`src/inc/srm_pkg.sv`:
```
// Constants for the supply, reference and temperature monitor select block.
// Assumes byte-addressed Avalon-MM access with 32-bit data words.
package srm_pkg;

  // ----------------------------------------------------------------------
  // Register byte offsets
  // ----------------------------------------------------------------------
  localparam logic [4:0] SRM_OFS_CFG0 = 5'h00;
  localparam logic [4:0] SRM_OFS_CFG1 = 5'h04;
  localparam logic [4:0] SRM_OFS_CTRL = 5'h08;
  localparam logic [4:0] SRM_OFS_STAT = 5'h0c;
  localparam logic [4:0] SRM_OFS_DATA = 5'h10;
  localparam logic [4:0] SRM_OFS_EFF = 5'h14;

  // ----------------------------------------------------------------------
  // Field positions
  // ----------------------------------------------------------------------
  // Configuration register 0: input_select, gain, gain-stage bypass
  localparam int SRM_C0_BYP = 0;
  localparam int SRM_C0_GAIN_LO = 1;
  localparam int SRM_C0_GAIN_HI = 3;
  localparam int SRM_C0_SEL_LO = 4;
  localparam int SRM_C0_SEL_HI = 7;
  // Configuration register 1: temp_mode_bit, reference select
  localparam int SRM_C1_TS = 0;
  localparam int SRM_C1_REF_LO = 1;
  localparam int SRM_C1_REF_HI = 2;
  // Control: start strobe
  localparam int SRM_CT_START = 0;
  // Status: data ready, busy
  localparam int SRM_ST_DRDY = 0;
  localparam int SRM_ST_BUSY = 1;
  // Effective settings: bypass, gain, reference, temp, quarter, input sel
  localparam int SRM_EF_BYP = 0;
  localparam int SRM_EF_GAIN_LO = 1;
  localparam int SRM_EF_GAIN_HI = 3;
  localparam int SRM_EF_REF_LO = 4;
  localparam int SRM_EF_REF_HI = 5;
  localparam int SRM_EF_TEMP = 6;
  localparam int SRM_EF_QTR = 7;
  localparam int SRM_EF_SEL_LO = 8;
  localparam int SRM_EF_SEL_HI = 11;

  // ----------------------------------------------------------------------
  // Codes and reset values
  // ----------------------------------------------------------------------
  localparam logic [3:0] SRM_SEL_SUPPLY = 4'hd;
  localparam logic [3:0] SRM_SEL_EXTREF = 4'hc;
  localparam logic [2:0] SRM_GAIN_UNITY = 3'h0;
  localparam logic [1:0] SRM_REF_INTERNAL = 2'h0;
  localparam logic [7:0] SRM_CFG0_RST = 8'h00;
  localparam logic [2:0] SRM_CFG1_RST = 3'h0;

  // Temperature weight per code step, in micro-degrees Celsius
  localparam int SRM_TEMP_LSB_UDEGC = 31250;

  typedef enum logic {SRM_IDLE, SRM_BUSY} srm_state_t;

endpackage : srm_pkg

```
`src/hw/srm_monitor_select.sv`:
```
// Monitor source selection and result formatting with Avalon-MM registers.
// Assumes an analog converter that takes the routing outputs, pulses
// conv_done with raw data, and a transport that takes bits on ser_*.
//
// Operation
// - Monitor source forces unity gain, bypass
// - Code 1101 routes supply, quarter scale
// - Supply monitor uses internal reference
// - Code 1100 routes reference pins, quarter
// - Reference monitor uses internal reference
// - temp_mode_bit selects temperature measurement
// - Temperature ignores register 0, internal reference
// - Temperature uses same start/readback path
// - 14-bit code left-justified in 24 bits
// - Result bytes sent least bit first
// - Code step weighs 0.03125 degrees
// - Negative temperatures in two's complement
`timescale 1ns/1ps
`default_nettype none

module srm_monitor_select
  import srm_pkg::*;
#(
  parameter int RESULT_W = 24,
  parameter int TEMP_W = 14
) (
  input wire logic clk,
  input wire logic reset_n,
  input wire logic ce,
  input wire logic [4:0] avs_address,
  input wire logic avs_read,
  input wire logic avs_write,
  input wire logic [31:0] avs_writedata,
  input wire logic [3:0] avs_byteenable,
  output logic [31:0] avs_readdata,
  output logic avs_waitrequest,
  output logic [3:0] adc_input_select,
  output logic [2:0] adc_gain,
  output logic adc_gain_bypass,
  output logic [1:0] adc_ref_select,
  output logic adc_temp_en,
  output logic adc_quarter_scale,
  output logic adc_conv_start,
  input wire logic adc_conv_done,
  input wire logic [23:0] adc_raw_data,
  input wire logic [13:0] adc_temp_code,
  output logic ser_bit,
  output logic ser_valid,
  input wire logic ser_ready
);

  // ----------------------------------------------------------------------
  // Elaboration checks
  // ----------------------------------------------------------------------
  localparam int PAD_W = RESULT_W - TEMP_W;

  generate
    if (RESULT_W != 24 || TEMP_W != 14) begin : g_bad_width
      $error("srm_monitor_select: widths must be 24 and 14");
    end
  endgenerate

  // ----------------------------------------------------------------------
  // Avalon-MM slave: one wait cycle per access
  // ----------------------------------------------------------------------
  logic ack_q;
  logic acc;
  logic wr_take;
  logic rd_take;

  assign acc = avs_read | avs_write;
  // Low ce keeps the access waiting
  assign avs_waitrequest = acc & ~(ack_q & ce);
  assign wr_take = ce & avs_write & ack_q;
  assign rd_take = ce & avs_read & ack_q;

  always_ff @(posedge clk) begin
    if (!reset_n) begin
      ack_q <= 1'b0;
    end else if (ce) begin
      ack_q <= acc & ~ack_q;
    end
  end

  // ----------------------------------------------------------------------
  // Address decode
  // ----------------------------------------------------------------------
  logic hit_cfg0;
  logic hit_cfg1;
  logic hit_ctrl;
  logic hit_data;

  assign hit_cfg0 = avs_address == SRM_OFS_CFG0;
  assign hit_cfg1 = avs_address == SRM_OFS_CFG1;
  assign hit_ctrl = avs_address == SRM_OFS_CTRL;
  assign hit_data = avs_address == SRM_OFS_DATA;

  // ----------------------------------------------------------------------
  // Host configuration
  // ----------------------------------------------------------------------
  logic [7:0] cfg0_q;
  logic [2:0] cfg1_q;
  logic start_cmd;

  assign start_cmd = wr_take && hit_ctrl
    && avs_byteenable[0] && avs_writedata[SRM_CT_START];

  always_ff @(posedge clk) begin
    if (!reset_n) begin
      cfg0_q <= SRM_CFG0_RST;
    end else if (wr_take && avs_byteenable[0] && hit_cfg0) begin
      cfg0_q <= avs_writedata[7:0];
    end
  end

  always_ff @(posedge clk) begin
    if (!reset_n) begin
      cfg1_q <= SRM_CFG1_RST;
    end else if (wr_take && avs_byteenable[0] && hit_cfg1) begin
      cfg1_q <= avs_writedata[2:0];
    end
  end

  // ----------------------------------------------------------------------
  // Effective routing
  // ----------------------------------------------------------------------
  logic [3:0] sel_cfg;
  logic ts_cfg;
  logic is_supply;
  logic is_extref;
  logic is_monitor;
  logic [3:0] eff_sel;
  logic [2:0] eff_gain;
  logic eff_byp;
  logic [1:0] eff_ref;
  logic eff_qtr;

  assign sel_cfg = cfg0_q[SRM_C0_SEL_HI:SRM_C0_SEL_LO];
  assign ts_cfg = cfg1_q[SRM_C1_TS];
  assign is_supply = sel_cfg == SRM_SEL_SUPPLY;
  assign is_extref = sel_cfg == SRM_SEL_EXTREF;
  assign is_monitor = (is_supply | is_extref) & ~ts_cfg;

  always_comb begin
    eff_sel = sel_cfg;
    eff_gain = cfg0_q[SRM_C0_GAIN_HI:SRM_C0_GAIN_LO];
    eff_byp = cfg0_q[SRM_C0_BYP];
    eff_ref = cfg1_q[SRM_C1_REF_HI:SRM_C1_REF_LO];
    eff_qtr = 1'b0;
    if (ts_cfg) begin
      // Register 0 has no say in temperature mode
      eff_sel = 4'h0;
      eff_gain = SRM_GAIN_UNITY;
      eff_byp = 1'b1;
      eff_ref = SRM_REF_INTERNAL;
    end else if (is_monitor) begin
      eff_gain = SRM_GAIN_UNITY;
      eff_byp = 1'b1;
      eff_ref = SRM_REF_INTERNAL;
      eff_qtr = 1'b1;
    end
  end

  // ----------------------------------------------------------------------
  // Conversion sequence, shared by all modes
  // ----------------------------------------------------------------------
  srm_state_t state_q;
  logic drdy_q;
  logic [RESULT_W-1:0] result_q;
  logic done_evt;

  assign done_evt = ce && state_q == SRM_BUSY && adc_conv_done;

  logic [RESULT_W-1:0] temp_word;
  assign temp_word = {adc_temp_code, {PAD_W{1'b0}}};

  // Settings held steady for the whole conversion
  logic latch_en;

  assign latch_en = start_cmd && state_q == SRM_IDLE;

  always_ff @(posedge clk) begin
    if (!reset_n) begin
      adc_input_select <= 4'h0;
    end else if (latch_en) begin
      adc_input_select <= eff_sel;
    end
  end

  always_ff @(posedge clk) begin
    if (!reset_n) begin
      adc_gain <= SRM_GAIN_UNITY;
    end else if (latch_en) begin
      adc_gain <= eff_gain;
    end
  end

  always_ff @(posedge clk) begin
    if (!reset_n) begin
      adc_gain_bypass <= 1'b0;
    end else if (latch_en) begin
      adc_gain_bypass <= eff_byp;
    end
  end

  always_ff @(posedge clk) begin
    if (!reset_n) begin
      adc_ref_select <= SRM_REF_INTERNAL;
    end else if (latch_en) begin
      adc_ref_select <= eff_ref;
    end
  end

  always_ff @(posedge clk) begin
    if (!reset_n) begin
      adc_temp_en <= 1'b0;
    end else if (latch_en) begin
      adc_temp_en <= ts_cfg;
    end
  end

  always_ff @(posedge clk) begin
    if (!reset_n) begin
      adc_quarter_scale <= 1'b0;
    end else if (latch_en) begin
      adc_quarter_scale <= eff_qtr;
    end
  end

  always_ff @(posedge clk) begin
    if (!reset_n) begin
      adc_conv_start <= 1'b0;
    end else if (ce) begin
      adc_conv_start <= latch_en;
    end
  end

  always_ff @(posedge clk) begin
    if (!reset_n) begin
      state_q <= SRM_IDLE;
    end else if (ce) begin
      unique case (state_q)
        SRM_IDLE: begin
          if (start_cmd) begin
            state_q <= SRM_BUSY;
          end
        end
        SRM_BUSY: begin
          if (adc_conv_done) begin
            state_q <= SRM_IDLE;
          end
        end
      endcase
    end
  end

  always_ff @(posedge clk) begin
    if (!reset_n) begin
      result_q <= '0;
    end else if (done_evt) begin
      if (adc_temp_en) begin
        // Signed code kept as is; low bits zero
        result_q <= temp_word;
      end else begin
        result_q <= adc_raw_data;
      end
    end
  end

  // Completion wins over a same-cycle read of the data word
  always_ff @(posedge clk) begin
    if (!reset_n) begin
      drdy_q <= 1'b0;
    end else if (done_evt) begin
      drdy_q <= 1'b1;
    end else if (rd_take && hit_data) begin
      drdy_q <= 1'b0;
    end
  end

  // ----------------------------------------------------------------------
  // Serial result output, least significant bit first
  // ----------------------------------------------------------------------
  localparam int CNT_W = $clog2(RESULT_W + 1);
  localparam logic [CNT_W-1:0] BITS_ALL = CNT_W'(RESULT_W);
  logic [RESULT_W-1:0] shift_q;
  logic [CNT_W-1:0] left_q;

  assign ser_valid = left_q != '0;
  assign ser_bit = shift_q[0];

  // A new result restarts the stream; slow takers lose the old word
  always_ff @(posedge clk) begin
    if (!reset_n) begin
      shift_q <= '0;
    end else if (done_evt) begin
      shift_q <= adc_temp_en ? temp_word : adc_raw_data;
    end else if (ce && ser_valid && ser_ready) begin
      shift_q <= {1'b0, shift_q[RESULT_W-1:1]};
    end
  end

  always_ff @(posedge clk) begin
    if (!reset_n) begin
      left_q <= '0;
    end else if (done_evt) begin
      left_q <= BITS_ALL;
    end else if (ce && ser_valid && ser_ready) begin
      left_q <= left_q - 1'b1;
    end
  end

  // ----------------------------------------------------------------------
  // Read data
  // ----------------------------------------------------------------------
  always_ff @(posedge clk) begin
    if (!reset_n) begin
      avs_readdata <= 32'h0000_0000;
    end else if (ce && avs_read && !ack_q) begin
      avs_readdata <= 32'h0000_0000;
      unique case (avs_address)
        SRM_OFS_CFG0: avs_readdata[7:0] <= cfg0_q;
        SRM_OFS_CFG1: avs_readdata[2:0] <= cfg1_q;
        SRM_OFS_STAT: begin
          avs_readdata[SRM_ST_DRDY] <= drdy_q;
          avs_readdata[SRM_ST_BUSY] <= state_q == SRM_BUSY;
        end
        SRM_OFS_DATA: avs_readdata[RESULT_W-1:0] <= result_q;
        SRM_OFS_EFF: begin
          avs_readdata[SRM_EF_BYP] <= adc_gain_bypass;
          avs_readdata[SRM_EF_GAIN_HI:SRM_EF_GAIN_LO] <= adc_gain;
          avs_readdata[SRM_EF_REF_HI:SRM_EF_REF_LO] <= adc_ref_select;
          avs_readdata[SRM_EF_TEMP] <= adc_temp_en;
          avs_readdata[SRM_EF_QTR] <= adc_quarter_scale;
          avs_readdata[SRM_EF_SEL_HI:SRM_EF_SEL_LO] <= adc_input_select;
        end
        default: avs_readdata <= 32'h0000_0000;
      endcase
    end
  end

endmodule : srm_monitor_select

`default_nettype wire

```
`config.mk`:
```
export PLATFORM = sky130hd
export DESIGN_NAME = srm_monitor_select
export DESIGN_NICKNAME = d
export VERILOG_FILES = /design/src/inc/srm_pkg.sv /design/src/hw/srm_monitor_select.sv
export SDC_FILE = /design/constraint.sdc
export NUM_CORES = 1
export LEC_CHECK = 0
export ABC_AREA = 1
export BUFFER_PORTS_ARGS = -buffer_cell sky130_fd_sc_hd__buf_2
export CORE_MARGIN = 5
export CORE_UTILIZATION = 47
export CTS_CLUSTER_DIAMETER = 120
export DETAILED_ROUTE_END_ITERATION = 8
export PLACE_DENSITY = 0.82
export SLEW_MARGIN = 5
export SYNTH_ARGS = -nofsm -noshare
export SYNTH_HDL_FRONTEND = slang
export SYNTH_SLANG_ARGS = --single-unit
```
`constraint.sdc`:
```
create_clock -name clk -period 1.25 [get_ports clk]
set_input_delay 0.125 -clock clk [delete_from_list [all_inputs] [get_ports clk]]
set_output_delay 0.125 -clock clk [all_outputs]
set_load 0.03 [all_outputs]
```
# Word level (Yosys, flattened, before mapping)
# Cells that the tools add are included.
# totals
ff_bits	104
input_bits	86
output_inout_bits	48
wordCells	84
# classes
addsub	1
n_eq_ne	7
muxes	24
bitwise_logic	15
n_reduce_logical	20
# op_table
op	count
$mux W24	3
$pmux W5 S3	1
$logic_and A1 B1 Y1	14
$mux W12	1
$eq A5 B4 Y1 const B	2
$eq A5 B5 Y1 const B	2
$mux W5	2
$pmux W2 S5	1
$and A1 B1 Y1	8
$eq A4 B4 Y1 const B	2
$mux W1	8
$pmux W4 S2	1
$mux W3	2
$eq A5 B3 Y1 const B	1
$logic_not A5 Y1	1
$not A1 Y1	5
$reduce_bool A5 Y1	1
$sub A5 B1 Y5 const B	1
$mux W2	2
$mux W4	1
$pmux W1 S4	1
$reduce_bool A2 Y1	2
$or A1 B1 Y1	2
$pmux W1 S2	1
other kinds (2)	2

# Longest topological paths before layout
# Gate-level depths: netlist (run 1).
# logic_depth
ltp_word	7
depth_mapped	10
depth_no_buf	9

# Worst setup path before layout (run 1)
# OpenSTA, ideal clock, no wires.
# synth_path
kind	reg-to-reg
start	reg left_q[0]
end	reg shift_q[7]
setup_time_ps	58
arrival_ps	1656
setup_slack_ps	-463
stages_incl_launch_ff	9
path_cell_list	dfxtp_1 -> inv_1 -> ha_1 -> nand4_1 -> nand2_1 -> nand2_2 -> buf_4 -> a21oi_1 -> o21a_1
# synth_via
elab_chain_len	4
# synth_rtl
item	line	source
start: declaration	srm_monitor_select.sv:287	logic [CNT_W-1:0] left_q;
start signal: assignment	srm_monitor_select.sv:309	left_q <= left_q - 1'b1;
$reduce_bool A5 Y1	srm_monitor_select.sv:289	assign ser_valid = left_q != '0;
named net ser_valid	srm_monitor_select.sv:48	output logic ser_valid,
$logic_and A1 B1 Y1 (2 in series)	srm_monitor_select.sv:298	end else if (ce && ser_valid && ser_ready) begin
$reduce_bool A2 Y1 (no source line)	n/a	
end signal: assignment	srm_monitor_select.sv:297	shift_q <= adc_temp_en ? temp_word : adc_raw_data;
end signal: assignment	srm_monitor_select.sv:299	shift_q <= {1'b0, shift_q[RESULT_W-1:1]};
end: declaration	srm_monitor_select.sv:286	logic [RESULT_W-1:0] shift_q;
# The timed path passes the listed nets, and every way through them passes these cells.
# A chain may end at the register's enable or synchronous reset.

# Worst setup path in the final report (run 1)
# layout_path
start	reg left_q[1]
end	out ser_valid
# layout_via
elab_chain_len	1
# layout_rtl
item	line
$reduce_bool A5 Y1	srm_monitor_select.sv:289
end: declaration	srm_monitor_select.sv:48
# No other way between the ends.

==> impl_metrics.py, run 1 <==
metrics = {
    "outcome": {
        "outcome": "complete, but fails checks",
        "violations": "negative setup slack",
    },
    "critical_path": {
        "critPathMaxFanout": 2,
        "worstReg2RegStart": "left_q[1]",
        "worstSetupEndpointType": "primary output",
        "required_ns": 1.12,
        "worst_setup_path_start_kind": "register",
        "crit_path_max_incr_delay_ns": 0.33,
        "arrival_ns": 1.34,
        "crit_start": "left_q[1]",
        "cp_cell_sequence": "inv_2, ha_4, nand4_1, buf_4, buf_6",
        "cp_slowest_cell": "dfxtp_2",
        "ff2ff_setup_slack_ns": -0.19,
        "crit_type": "reg2out",
    },
    "global_routing": {
        "top_usage_layer": "met2",
        "grt_pass1_wl_mm": 19.8,
        "met3_usage_pct": 4.84,
        "grtUsageMet1_pct": 25.9,
        "grt_pass1_vias": 4325,
        "antenna_found_initial": 0,
        "grt.total_usage_pct": 21.1,
        "use_met2_pct": 36.9,
        "grt_max_degree": 30,
        "grt_overflow_total": 0,
    },
    "synth": {
        "syn_area_sq_mm": 0.00454,
        "synth_top_area_cell": "dfxtp_1",
        "yosysSeqAreaShare_pct": 45.9,
        "synth_ff_type": "dfxtp_1",
        "yosysMostFrequentCell": "nand2_1",
        "synthArstFlopShare_pct": 0,
        "synth_edf_count": 0,
        "ys_seq_elements": 104,
        "synthTopCellsByCount": "nand2_1, dfxtp_1, nor2_1, a21oi_1, o21ai_0",
        "yosys_warnings": 0,
        "synthCells": 620,
        "synth_cell_types": 33,
        "yosysTopAreaCellShare_pct": 45.9,
        "synthTopCellsByArea": "dfxtp_1, nand2_1, a21oi_1, o21ai_0, nor2_1",
        "synth_area_per_cell_sq_um": 7.32,
    },
    "placed_design": {
        "numPortBuffers": 98,
        "dp_hpwl_mm": 9.45,
        "routabilityCongestion": 0.966,
        "dp_cells": 865,
        "post_dp_cell_area_sq_mm": 0.00546,
    },
    "clocking": {
        "cts-root-buf": "clkbuf_8",
        "clock-sinks": 104,
        "clk_pin_slew_ns": 0.09,
        "cts_buffer_depth": 2,
        "cts_tree": "yes",
        "hold_buffers": 0,
        "htreeDepth": 3,
        "clock_latency_ns": 0.38,
        "cts_buffers": 9,
    },
    "drt": {
        "drc": 0,
        "drtIter0Drc": 294,
        "avgViaCountPerCell": 5.28,
        "routedWlPerCell_microns": 15.4,
        "ant_nets": 0,
        "drt_pass1_iterations": 5,
        "vias": 4767,
        "drt_wl_total_mm": 13.9,
    },
    "run": {
        "drv_cap": 0,
    },
    "final_layout": {
        "drive_gt1_share_pct": 40.1,
        "nNetsFinal": 857,
        "n_fill_cell": 706,
        "final_cells": 903,
        "multi_input_area_sq_mm": 0.00239,
        "final_util_pct": 68.6,
        "synthToLayoutAreaGrowth_pct": 40.9,
        "ff_latch_area_sq_mm": 0.00209,
        "finalInstanceArea_sq_mm": 0.00640,
        "diodes": 0,
    },
    "sta": {
        "rsz0062_at_grt": "true",
        "report.final.slew_viol_count": 0,
        "fin_crit_sh_pct": 117,
        "clock.fmax_mhz": 684,
        "holdWs_ns": 0.00971,
        "hold_viol": 0,
        "setup_slack_ns": -0.212,
        "finalClockSkew_ns": 0.0122,
        "setup_viol": 64,
        "setup_tns_ns": -5.48,
        "period_needed_ns": 1.46,
    },
    "power": {
        "p_sw_uw": 1870,
        "power_frac_clock_pct": 31.4,
        "leakagePower_uw": 0.00280,
        "p_seq_share_pct": 52.3,
        "swShare_pct": 28.0,
        "power_density_mw_per_mm2": 1050,
        "ir_drop_mv": 0.629,
        "power_frac_comb_pct": 16.3,
        "internal-power_uw": 4820,
    },
    "min_path": {
        "hp-start": "avs_writedata[4]",
        "hold_class": "in2reg",
    },
    "floorplanning": {
        "io_pins": 134,
        "core.rowCount": 35,
        "fp.dieH_microns": 108,
        "start_util_pct": 48.7,
        "core_sq_mm": 0.00933,
        "die_x_microns": 108,
        "die-area_sq_mm": 0.0117,
    },
}
[layout make-up]
type | instances | share of cell area, %
multi-input cells | 430 | 37.4
flip-flops and latches | 104 | 32.7
repair buffers | 169 | 20.6
inverters | 54 | 3.42
well taps | 129 | 2.52
clock buffers | 9 | 1.94
clock inverters | 6 | 1.10
repair inverters | 2 | 0.235
[worst max-delay path: cells and delay by family, from the launching register on]
kind | cells | cell delay [ns]
flops | 1 | 0.33
fa+ha+maj | 1 | 0.13
simple gates | 1 | 0.13
buf+inv | 3 | 0.37
[power groups by stage]
| stage | clock network [uW] | logic, uW | registers (uW) |
|---|---|---|---|
| after floorplan | 0 | 490 | 3630 |
| after global placement | 0 | 846 | 3560 |
| after detailed placement | 0 | 875 | 3560 |
| after CTS | 2130 | 919 | 3490 |
| after global routing | 2280 | 1180 | 3510 |
| final | 2100 | 1090 | 3500 |
[stage by stage]
stage               power, uW  setup slack (ns)
detailed placement       4440            -0.148
floorplan                4120            -0.370
global route             6970            -0.301
finish                   6690            -0.212
CTS                      6540            -0.221
global placement         4400           -0.0684
[registers in the layout, indices dropped and copies added, names as in the netlist]
register           cells
adc_gain               3
shift_q               24
cfg0_q                 8
ack_q                  1
adc_gain_bypass        1
adc_input_select       4
state_q                1
avs_readdata          24
adc_temp_en            1
result_q              24
adc_quarter_scale      1
adc_ref_select         2
left_q                 5
drdy_q                 1
adc_conv_start         1
cfg1_q                 3
[what timing repair did]
action	CTS	global route
gates cloned	0	7
endpoints found under the setup margin	44	72
pin swaps	1	26
setup buffers	3	14
gates resized for setup	25	152
endpoints found under the hold margin	0	0
[routing by layer]
layer  vias up  wire, microns
met1      2206           5520
li1       2309              -
met2       212           6930
met3        40           1060
met4         0            424
met5         -              0
[worst paths after layout]
path / to / cells after the start
max: ser_valid / 5
max reg2reg: shift_q[9] / 8
min reg2reg: result_q[20] / 2
min: cfg0_q[4] / 3
[placed cells by master (no fill, tap or decap), types with 8 or more instances in the layout]
cell type and instances:
nand2_1 144, dfxtp_1 98, buf_2 95, a21oi_1 42, nor2_1 40, inv_1 40, buf_4 36, buf_6 23
o21ai_2 22, a21oi_2 19, nor2_2 18, o21ai_1 17, nor2_4 16, nand2_2 15, nand3_1 15, o21ai_0 15
a31oi_1 14, nand4_1 11, inv_2 10, o21a_1 10, clkbuf_8 9, conb_1 8, buf_12 8
[cells by family after synthesis]
family / count (synthesis) / synth area share, %
fa+ha+maj: 1 / 0.276
xor+xnor: 1 / 0.193
other cells: 1 / 0.0826
flops: 104 / 45.9
simple gates: 271 / 25.5
buf+inv: 93 / 10.2
compound gates: 149 / 17.9
Power figures use the tool's default switching activity.
==> inputs of run 2 (changes only) <==
CELL_PAD_IN_SITES_DETAIL_PLACEMENT = 0   (was unset)
CELL_PAD_IN_SITES_GLOBAL_PLACEMENT = 2   (was unset)
CORE_UTILIZATION = 25   (was 47)
PLACE_DENSITY = 0.8   (was 0.82)
SETUP_SLACK_MARGIN = 0.5   (was unset)
==> run 2 against run 1 <==
Critical path depth rose by 3. Sequential cell count did not move. Non-clock buffer count grew 33. Register-to-register slack about the same. Final cell count grew 15%. Largest cell class unchanged. Via count up 1.3%. The run still ends with negative setup slack left. Sequential power is essentially flat. Die area grew 79%. Highest routed layer unchanged. Maximum frequency increased by 1.5%.
==> impl_metrics.py, run 2 (synthesis gave the netlist of run 1 again) <==
metrics = {
    "floorplanning": {
        "io_pins": 134,
        "core.rowCount": 49,
        "start_util_pct": 25.4,
        "die-area_sq_mm": 0.0210,
        "core_sq_mm": 0.0179,
        "fp.dieH_microns": 145,
        "die_x_microns": 145,
    },
    "placed_design": {
        "place_ws_ns": -0.126,
        "dp_hpwl_mm": 10.6,
        "post_dp_cell_area_sq_mm": 0.00578,
        "numPortBuffers": 98,
        "routabilityCongestion": 0.819,
    },
    "clocking": {
        "cts_tree": "yes",
        "cts_buffer_depth": 2,
        "cts-root-buf": "clkbuf_16",
        "cts_buffers": 9,
        "clk_pin_slew_ns": 0.07,
        "clock_latency_ns": 0.35,
        "htreeDepth": 3,
        "clock-sinks": 104,
    },
    "power": {
        "power_density_mw_per_mm2": 967,
        "leakagePower_uw": 0.00348,
        "power_frac_clock_pct": 37.3,
        "p_sw_uw": 2200,
        "internal-power_uw": 5760,
        "ir_drop_mv": 0.782,
        "power_frac_comb_pct": 18.5,
        "p_seq_share_pct": 44.1,
        "swShare_pct": 27.7,
    },
    "final_layout": {
        "final_util_pct": 46.0,
        "diodes": 0,
        "mostFrequentLayoutCells": "nand2_1, buf_6, dfxtp_1",
        "n_fill_cell": 1732,
        "drive_gt1_share_pct": 59.8,
        "layout_commonest_cell": "nand2_1",
        "top_regs": "avs_readdata (24), result_q (24), shift_q (24)",
        "synthToLayoutAreaGrowth_pct": 81.3,
        "nNetsFinal": 892,
        "finalInstanceArea_sq_mm": 0.00823,
    },
    "sta": {
        "period_needed_ns": 1.44,
        "rsz0062_at_grt": "true",
        "setup_slack_ns": -0.191,
        "hold_viol": 0,
        "finalClockSkew_ns": 0.00753,
        "fin_crit_sh_pct": 115,
        "setup_viol": 58,
        "report.final.slew_viol_count": 0,
        "holdWs_ns": 0.0237,
        "clock.fmax_mhz": 694,
    },
    "global_routing": {
        "grtUsageMet1_pct": 20.4,
        "top_usage_layer": "met2",
        "use_met2_pct": 25.2,
        "antenna_found_initial": 0,
        "grt_pass1_wl_mm": 25.4,
        "met3_usage_pct": 3.12,
        "grt_pass1_vias": 4888,
        "grt_overflow_total": 0,
        "grt_max_degree": 37,
        "grt.total_usage_pct": 15.4,
    },
    "drt": {
        "drt_wl_total_mm": 16.4,
        "drc": 0,
        "ant_nets": 0,
        "drt_pass1_iterations": 4,
        "routedWlPerCell_microns": 15.8,
        "drtIter0Drc": 228,
        "vias": 4831,
        "avgViaCountPerCell": 4.65,
    },
    "run": {
        "drv_cap": 0,
    },
    "critical_path": {
        "cp_slowest_cell": "dfxtp_4",
        "ff2ff_setup_slack_ns": -0.19,
        "crit_path_max_incr_delay_ns": 0.37,
        "crit_type": "reg2reg",
        "worst_setup_path_start_kind": "register",
        "critPathCapture": "shift_q[15]",
        "r2r_cells": 8,
        "worstReg2RegEnd": "shift_q[15]",
        "cp_cell_sequence": "nand3_4, buf_12, buf_12, nand2_8, inv_12, buf_8, nand2_8, a31oi_4",
        "critPathMaxFanout": 7,
        "arrival_ns": 1.67,
        "required_ns": 1.48,
        "crit_start": "state_q",
        "worstSetupEndpointType": "register",
        "worstReg2RegStart": "state_q",
    },
    "outcome": {
        "violations": "negative setup slack",
        "outcome": "complete, but fails checks",
    },
    "min_path": {
        "hold_class": "in2reg",
    },
}
run 2: cell types whose count changed in the layout (fill, tap and decap cells not counted), moves of 11 or more:
cell     previous run  this run
a21oi_2            19        37
buf_6              23        67
a21oi_1            42        20
dfxtp_2             4        32
buf_4              36        47
nor2_4             16        31
buf_2              95        58
nand2_1           144        94
nand2_2            15        36
nand2_4             2        29
dfxtp_1            98        62
run 2: power by group through the flow:
stage	logic (uW)	registers (uW)	clock network [uW]
after floorplan	560	3630	0
after global placement	917	3560	0
after detailed placement	927	3570	0
after CTS	1280	3500	3020
after global routing	1580	3530	3220
final	1480	3510	2970
run 2: metal layers:
layer | vias to the layer above | wire length (microns)
met1 | 2316 | 7220
met2 | 102 | 8080
met5 | - | 0
li1 | 2391 | -
met4 | 0 | 365
met3 | 22 | 715
run 2: cell type report:
class	instances	area, sq um	area share (%)
Multi-Input combinational cell	431	3120	37.9
Sequential cell	104	2160	26.2
Inverter	54	265	3.22
Tap cell	229	287	3.48
Timing Repair inverter	3	31.3	0.380
Clock inverter	4	51.3	0.623
Timing Repair Buffer	202	2060	25.1
Clock buffer	12	256	3.12
run 2: worst min path at each step:
stage | from | end | depth (start not counted)
2_1_floorplan | avs_writedata[2] | cfg0_q[2] | 2
3_3_place_gp | avs_writedata[4] | cfg0_q[4] | 3
3_5_place_dp | avs_writedata[4] | cfg0_q[4] | 3
4_1_cts | avs_writedata[4] | cfg0_q[4] | 3
5_1_grt | avs_writedata[4] | cfg0_q[4] | 3
6_report | avs_writedata[4] | cfg0_q[4] | 3
run 2: worst max-delay path: cells and delay by family, from the launching register on:
family	cells	cell delay, ns
buffers and inverters	4	0.49
AOI/OAI and AO/OA	1	0.11
and+or+nand+nor	3	0.34
DFF	1	0.37
run 2: repair_timing:
action	in CTS	in global routing
gates cloned	15	0
hold buffers	0	0
gates resized for setup	299	114
pin swaps	48	45
endpoints found under the hold margin	0	0
setup buffers	39	13
endpoints found under the setup margin	144	144
run 2: metrics by stage:
stage / TNS [ns] / power (uW) / std cells
floorplan: -9.29 / 4190 / 627
global placement: -0.944 / 4480 / 956
detailed placement: -1.89 / 4490 / 956
CTS: -4.41 / 7800 / 1026
global route: -10.70 / 8320 / 1039
finish: -5.43 / 7960 / 1039
==> inputs of run 3 (changes only) <==
SETUP_SLACK_MARGIN = 0.02   (was 0.5)
==> run 3 against run 2 <==
Core utilization fell by 8.5 points. First-iteration DRC count fell by 20%. Power fell by 6.0%. Critical path depth fell by 3. Sequential share of layout area rose by 5.0 points. Cell area fell by 19%. Clock power fell by 4%. Routed wire length fell by 9.7%. Worst hold slack improved by 0.0018 ns. Critical path type is now reg2out. The run still ends with negative setup slack left. Via count fell by 7.2%.
==> impl_metrics.py, run 3 (synthesis gave the netlist of run 1 again) <==
metrics = {
    "drt": {
        "wl_met1_mm": 6.71,
        "drt_pass1_iterations": 4,
        "avgViaCountPerCell": 4.44,
        "top_layer": "met5",
        "ant_nets": 0,
        "drt_wl_total_mm": 14.8,
        "drc": 0,
        "drtIter0Drc": 183,
        "vias": 4485,
        "wl_met2_mm": 7.17,
        "routedWlPerCell_microns": 14.6,
        "wl_met3_microns": 745,
    },
    "power": {
        "swShare_pct": 28.7,
        "ir_drop_mv": 1.07,
        "internal-power_uw": 5330,
        "leakagePower_uw": 0.00289,
        "power_frac_comb_pct": 15.3,
        "p_seq_share_pct": 46.7,
        "power_density_mw_per_mm2": 1120,
        "p_sw_uw": 2150,
        "power_frac_clock_pct": 38.1,
    },
    "clocking": {
        "cts-root-buf": "clkbuf_16",
        "htreeDepth": 3,
        "clk_pin_slew_ns": 0.08,
        "clock-sinks": 104,
        "cts_buffers": 9,
        "clock_latency_ns": 0.36,
        "cts_buffer_depth": 2,
        "cts_tree": "yes",
        "hold_buffers": 0,
    },
    "outcome": {
        "violations": "negative setup slack",
        "outcome": "complete, but fails checks",
    },
    "floorplanning": {
        "fp.dieH_microns": 145,
        "die-area_sq_mm": 0.0210,
        "core.rowCount": 49,
        "die_x_microns": 145,
        "io_pins": 134,
        "core_sq_mm": 0.0179,
        "start_util_pct": 25.4,
    },
    "final_layout": {
        "top_regs": "avs_readdata (24), result_q (24), shift_q (24)",
        "synthToLayoutAreaGrowth_pct": 47.7,
        "n_fill_cell": 1935,
        "nNetsFinal": 863,
        "finalInstanceArea_sq_mm": 0.00671,
        "drive_gt1_share_pct": 38.0,
        "final_util_pct": 37.5,
        "diodes": 0,
        "layout_commonest_cell": "nand2_1",
        "mostFrequentLayoutCells": "nand2_1, dfxtp_1, buf_2",
    },
    "sta": {
        "finalClockSkew_ns": 0.00761,
        "setup_slack_ns": -0.204,
        "period_needed_ns": 1.45,
        "report.final.slew_viol_count": 0,
        "clock.fmax_mhz": 688,
        "fin_crit_sh_pct": 116,
        "hold_viol": 0,
        "setup_viol": 29,
        "rsz0062_at_grt": "true",
    },
    "critical_path": {
        "crit_type": "reg2out",
        "critPathMaxFanout": 2,
        "arrival_ns": 1.33,
        "cp_slowest_cell": "dfxtp_2",
        "worstSetupEndpointType": "primary output",
        "crit_path_max_incr_delay_ns": 0.33,
        "required_ns": 1.12,
        "cp_cell_sequence": "inv_2, ha_4, nand4_1, buf_4, buf_6",
        "worst_setup_path_start_kind": "register",
    },
    "global_routing": {
        "grt_pass1_wl_mm": 21.5,
        "grt_pass1_vias": 4069,
        "grt_overflow_total": 0,
        "antenna_found_initial": 2,
        "grt.total_usage_pct": 13.2,
        "grt_max_degree": 37,
    },
    "placed_design": {
        "dp_hpwl_mm": 10.4,
        "post_dp_cell_area_sq_mm": 0.00568,
        "numPortBuffers": 98,
        "routabilityCongestion": 0.812,
        "place_ws_ns": -0.140,
    },
    "min_path": {
        "hold_class": "in2reg",
    },
    "run": {
        "drv_cap": 0,
    },
}
run 3: changes by cell type in the layout (fill, tap and decap cells not counted), sizes merged:
cell,previous run,this run
clkinvlp,2,4
bufbuf,1,0
bufinv,1,0
nand2,162,161
inv,55,57
clkbuf,13,14
buf,200,170
clkinv,3,2
run 3: power by group through the flow:
stage                     Clock, uW  Sequential [uW]  Combinational (uW)
final                          2850             3490                1140
after global routing           3050             3510                1240
after CTS                      2950             3490                 967
after detailed placement          0             3560                 914
after global placement            0             3560                 912
after floorplan                   0             3630                 490
run 3: layout make-up:
type | instances | area [sq um] | share of cell area (%)
Multi-Input combinational cell | 430 | 2400 | 35.9
Sequential cell | 104 | 2090 | 31.2
Timing Repair Buffer | 175 | 1390 | 20.7
Tap cell | 229 | 287 | 4.27
Clock buffer | 9 | 225 | 3.36
Inverter | 54 | 221 | 3.30
Clock inverter | 7 | 71.3 | 1.06
Timing Repair inverter | 2 | 13.8 | 0.205
run 3: repair_timing:
| item | 4_1_cts | 5_1_grt |
|---|---|---|
| cloned | 2 | 6 |
| resized for setup | 23 | 119 |
| pin swaps | 2 | 27 |
| endpoints found under the setup margin | 53 | 81 |
| setup buffers | 5 | 9 |
run 3: final timing paths:
| path | startpoint | endpoint | slack [ns] | cells past startpoint |
|---|---|---|---|---|
| hold reg to reg | result_q[17] | result_q[17] | 0.45 | 2 |
| setup reg to reg | left_q[0] | shift_q[10] | -0.20 | 8 |
| hold / removal | avs_writedata[4] | cfg0_q[4] | 0.03 | 3 |
| setup / recovery | left_q[0] | ser_valid | -0.20 | 5 |
run 3: layer usage:
layer  vias to the layer above  track usage, %
met5                         -               0
met4                         4            2.75
met3                        14            3.98
met2                        92            21.9
met1                      2044            17.0
li1                       2331               -
run 3: critical path: cells and delay by family, from the launching register on:
kind,cells,cell delay [ns]
buf+inv,3,0.38
flops,1,0.33
simple gates,1,0.14
fa+ha+maj,1,0.13
run 3: metrics by stage:
stage	instances	power, uW	TNS [ns]	hold slack, ns
5_1_grt	1010	7800	-7.08	0.0234
6_report	1010	7480	-4.40	0.0255
2_1_floorplan	627	4120	-9.31	0.260
3_3_place_gp	972	4480	-3.16	0.385
4_1_cts	995	7400	-3.83	0.00954
3_5_place_dp	972	4480	-3.65	0.388
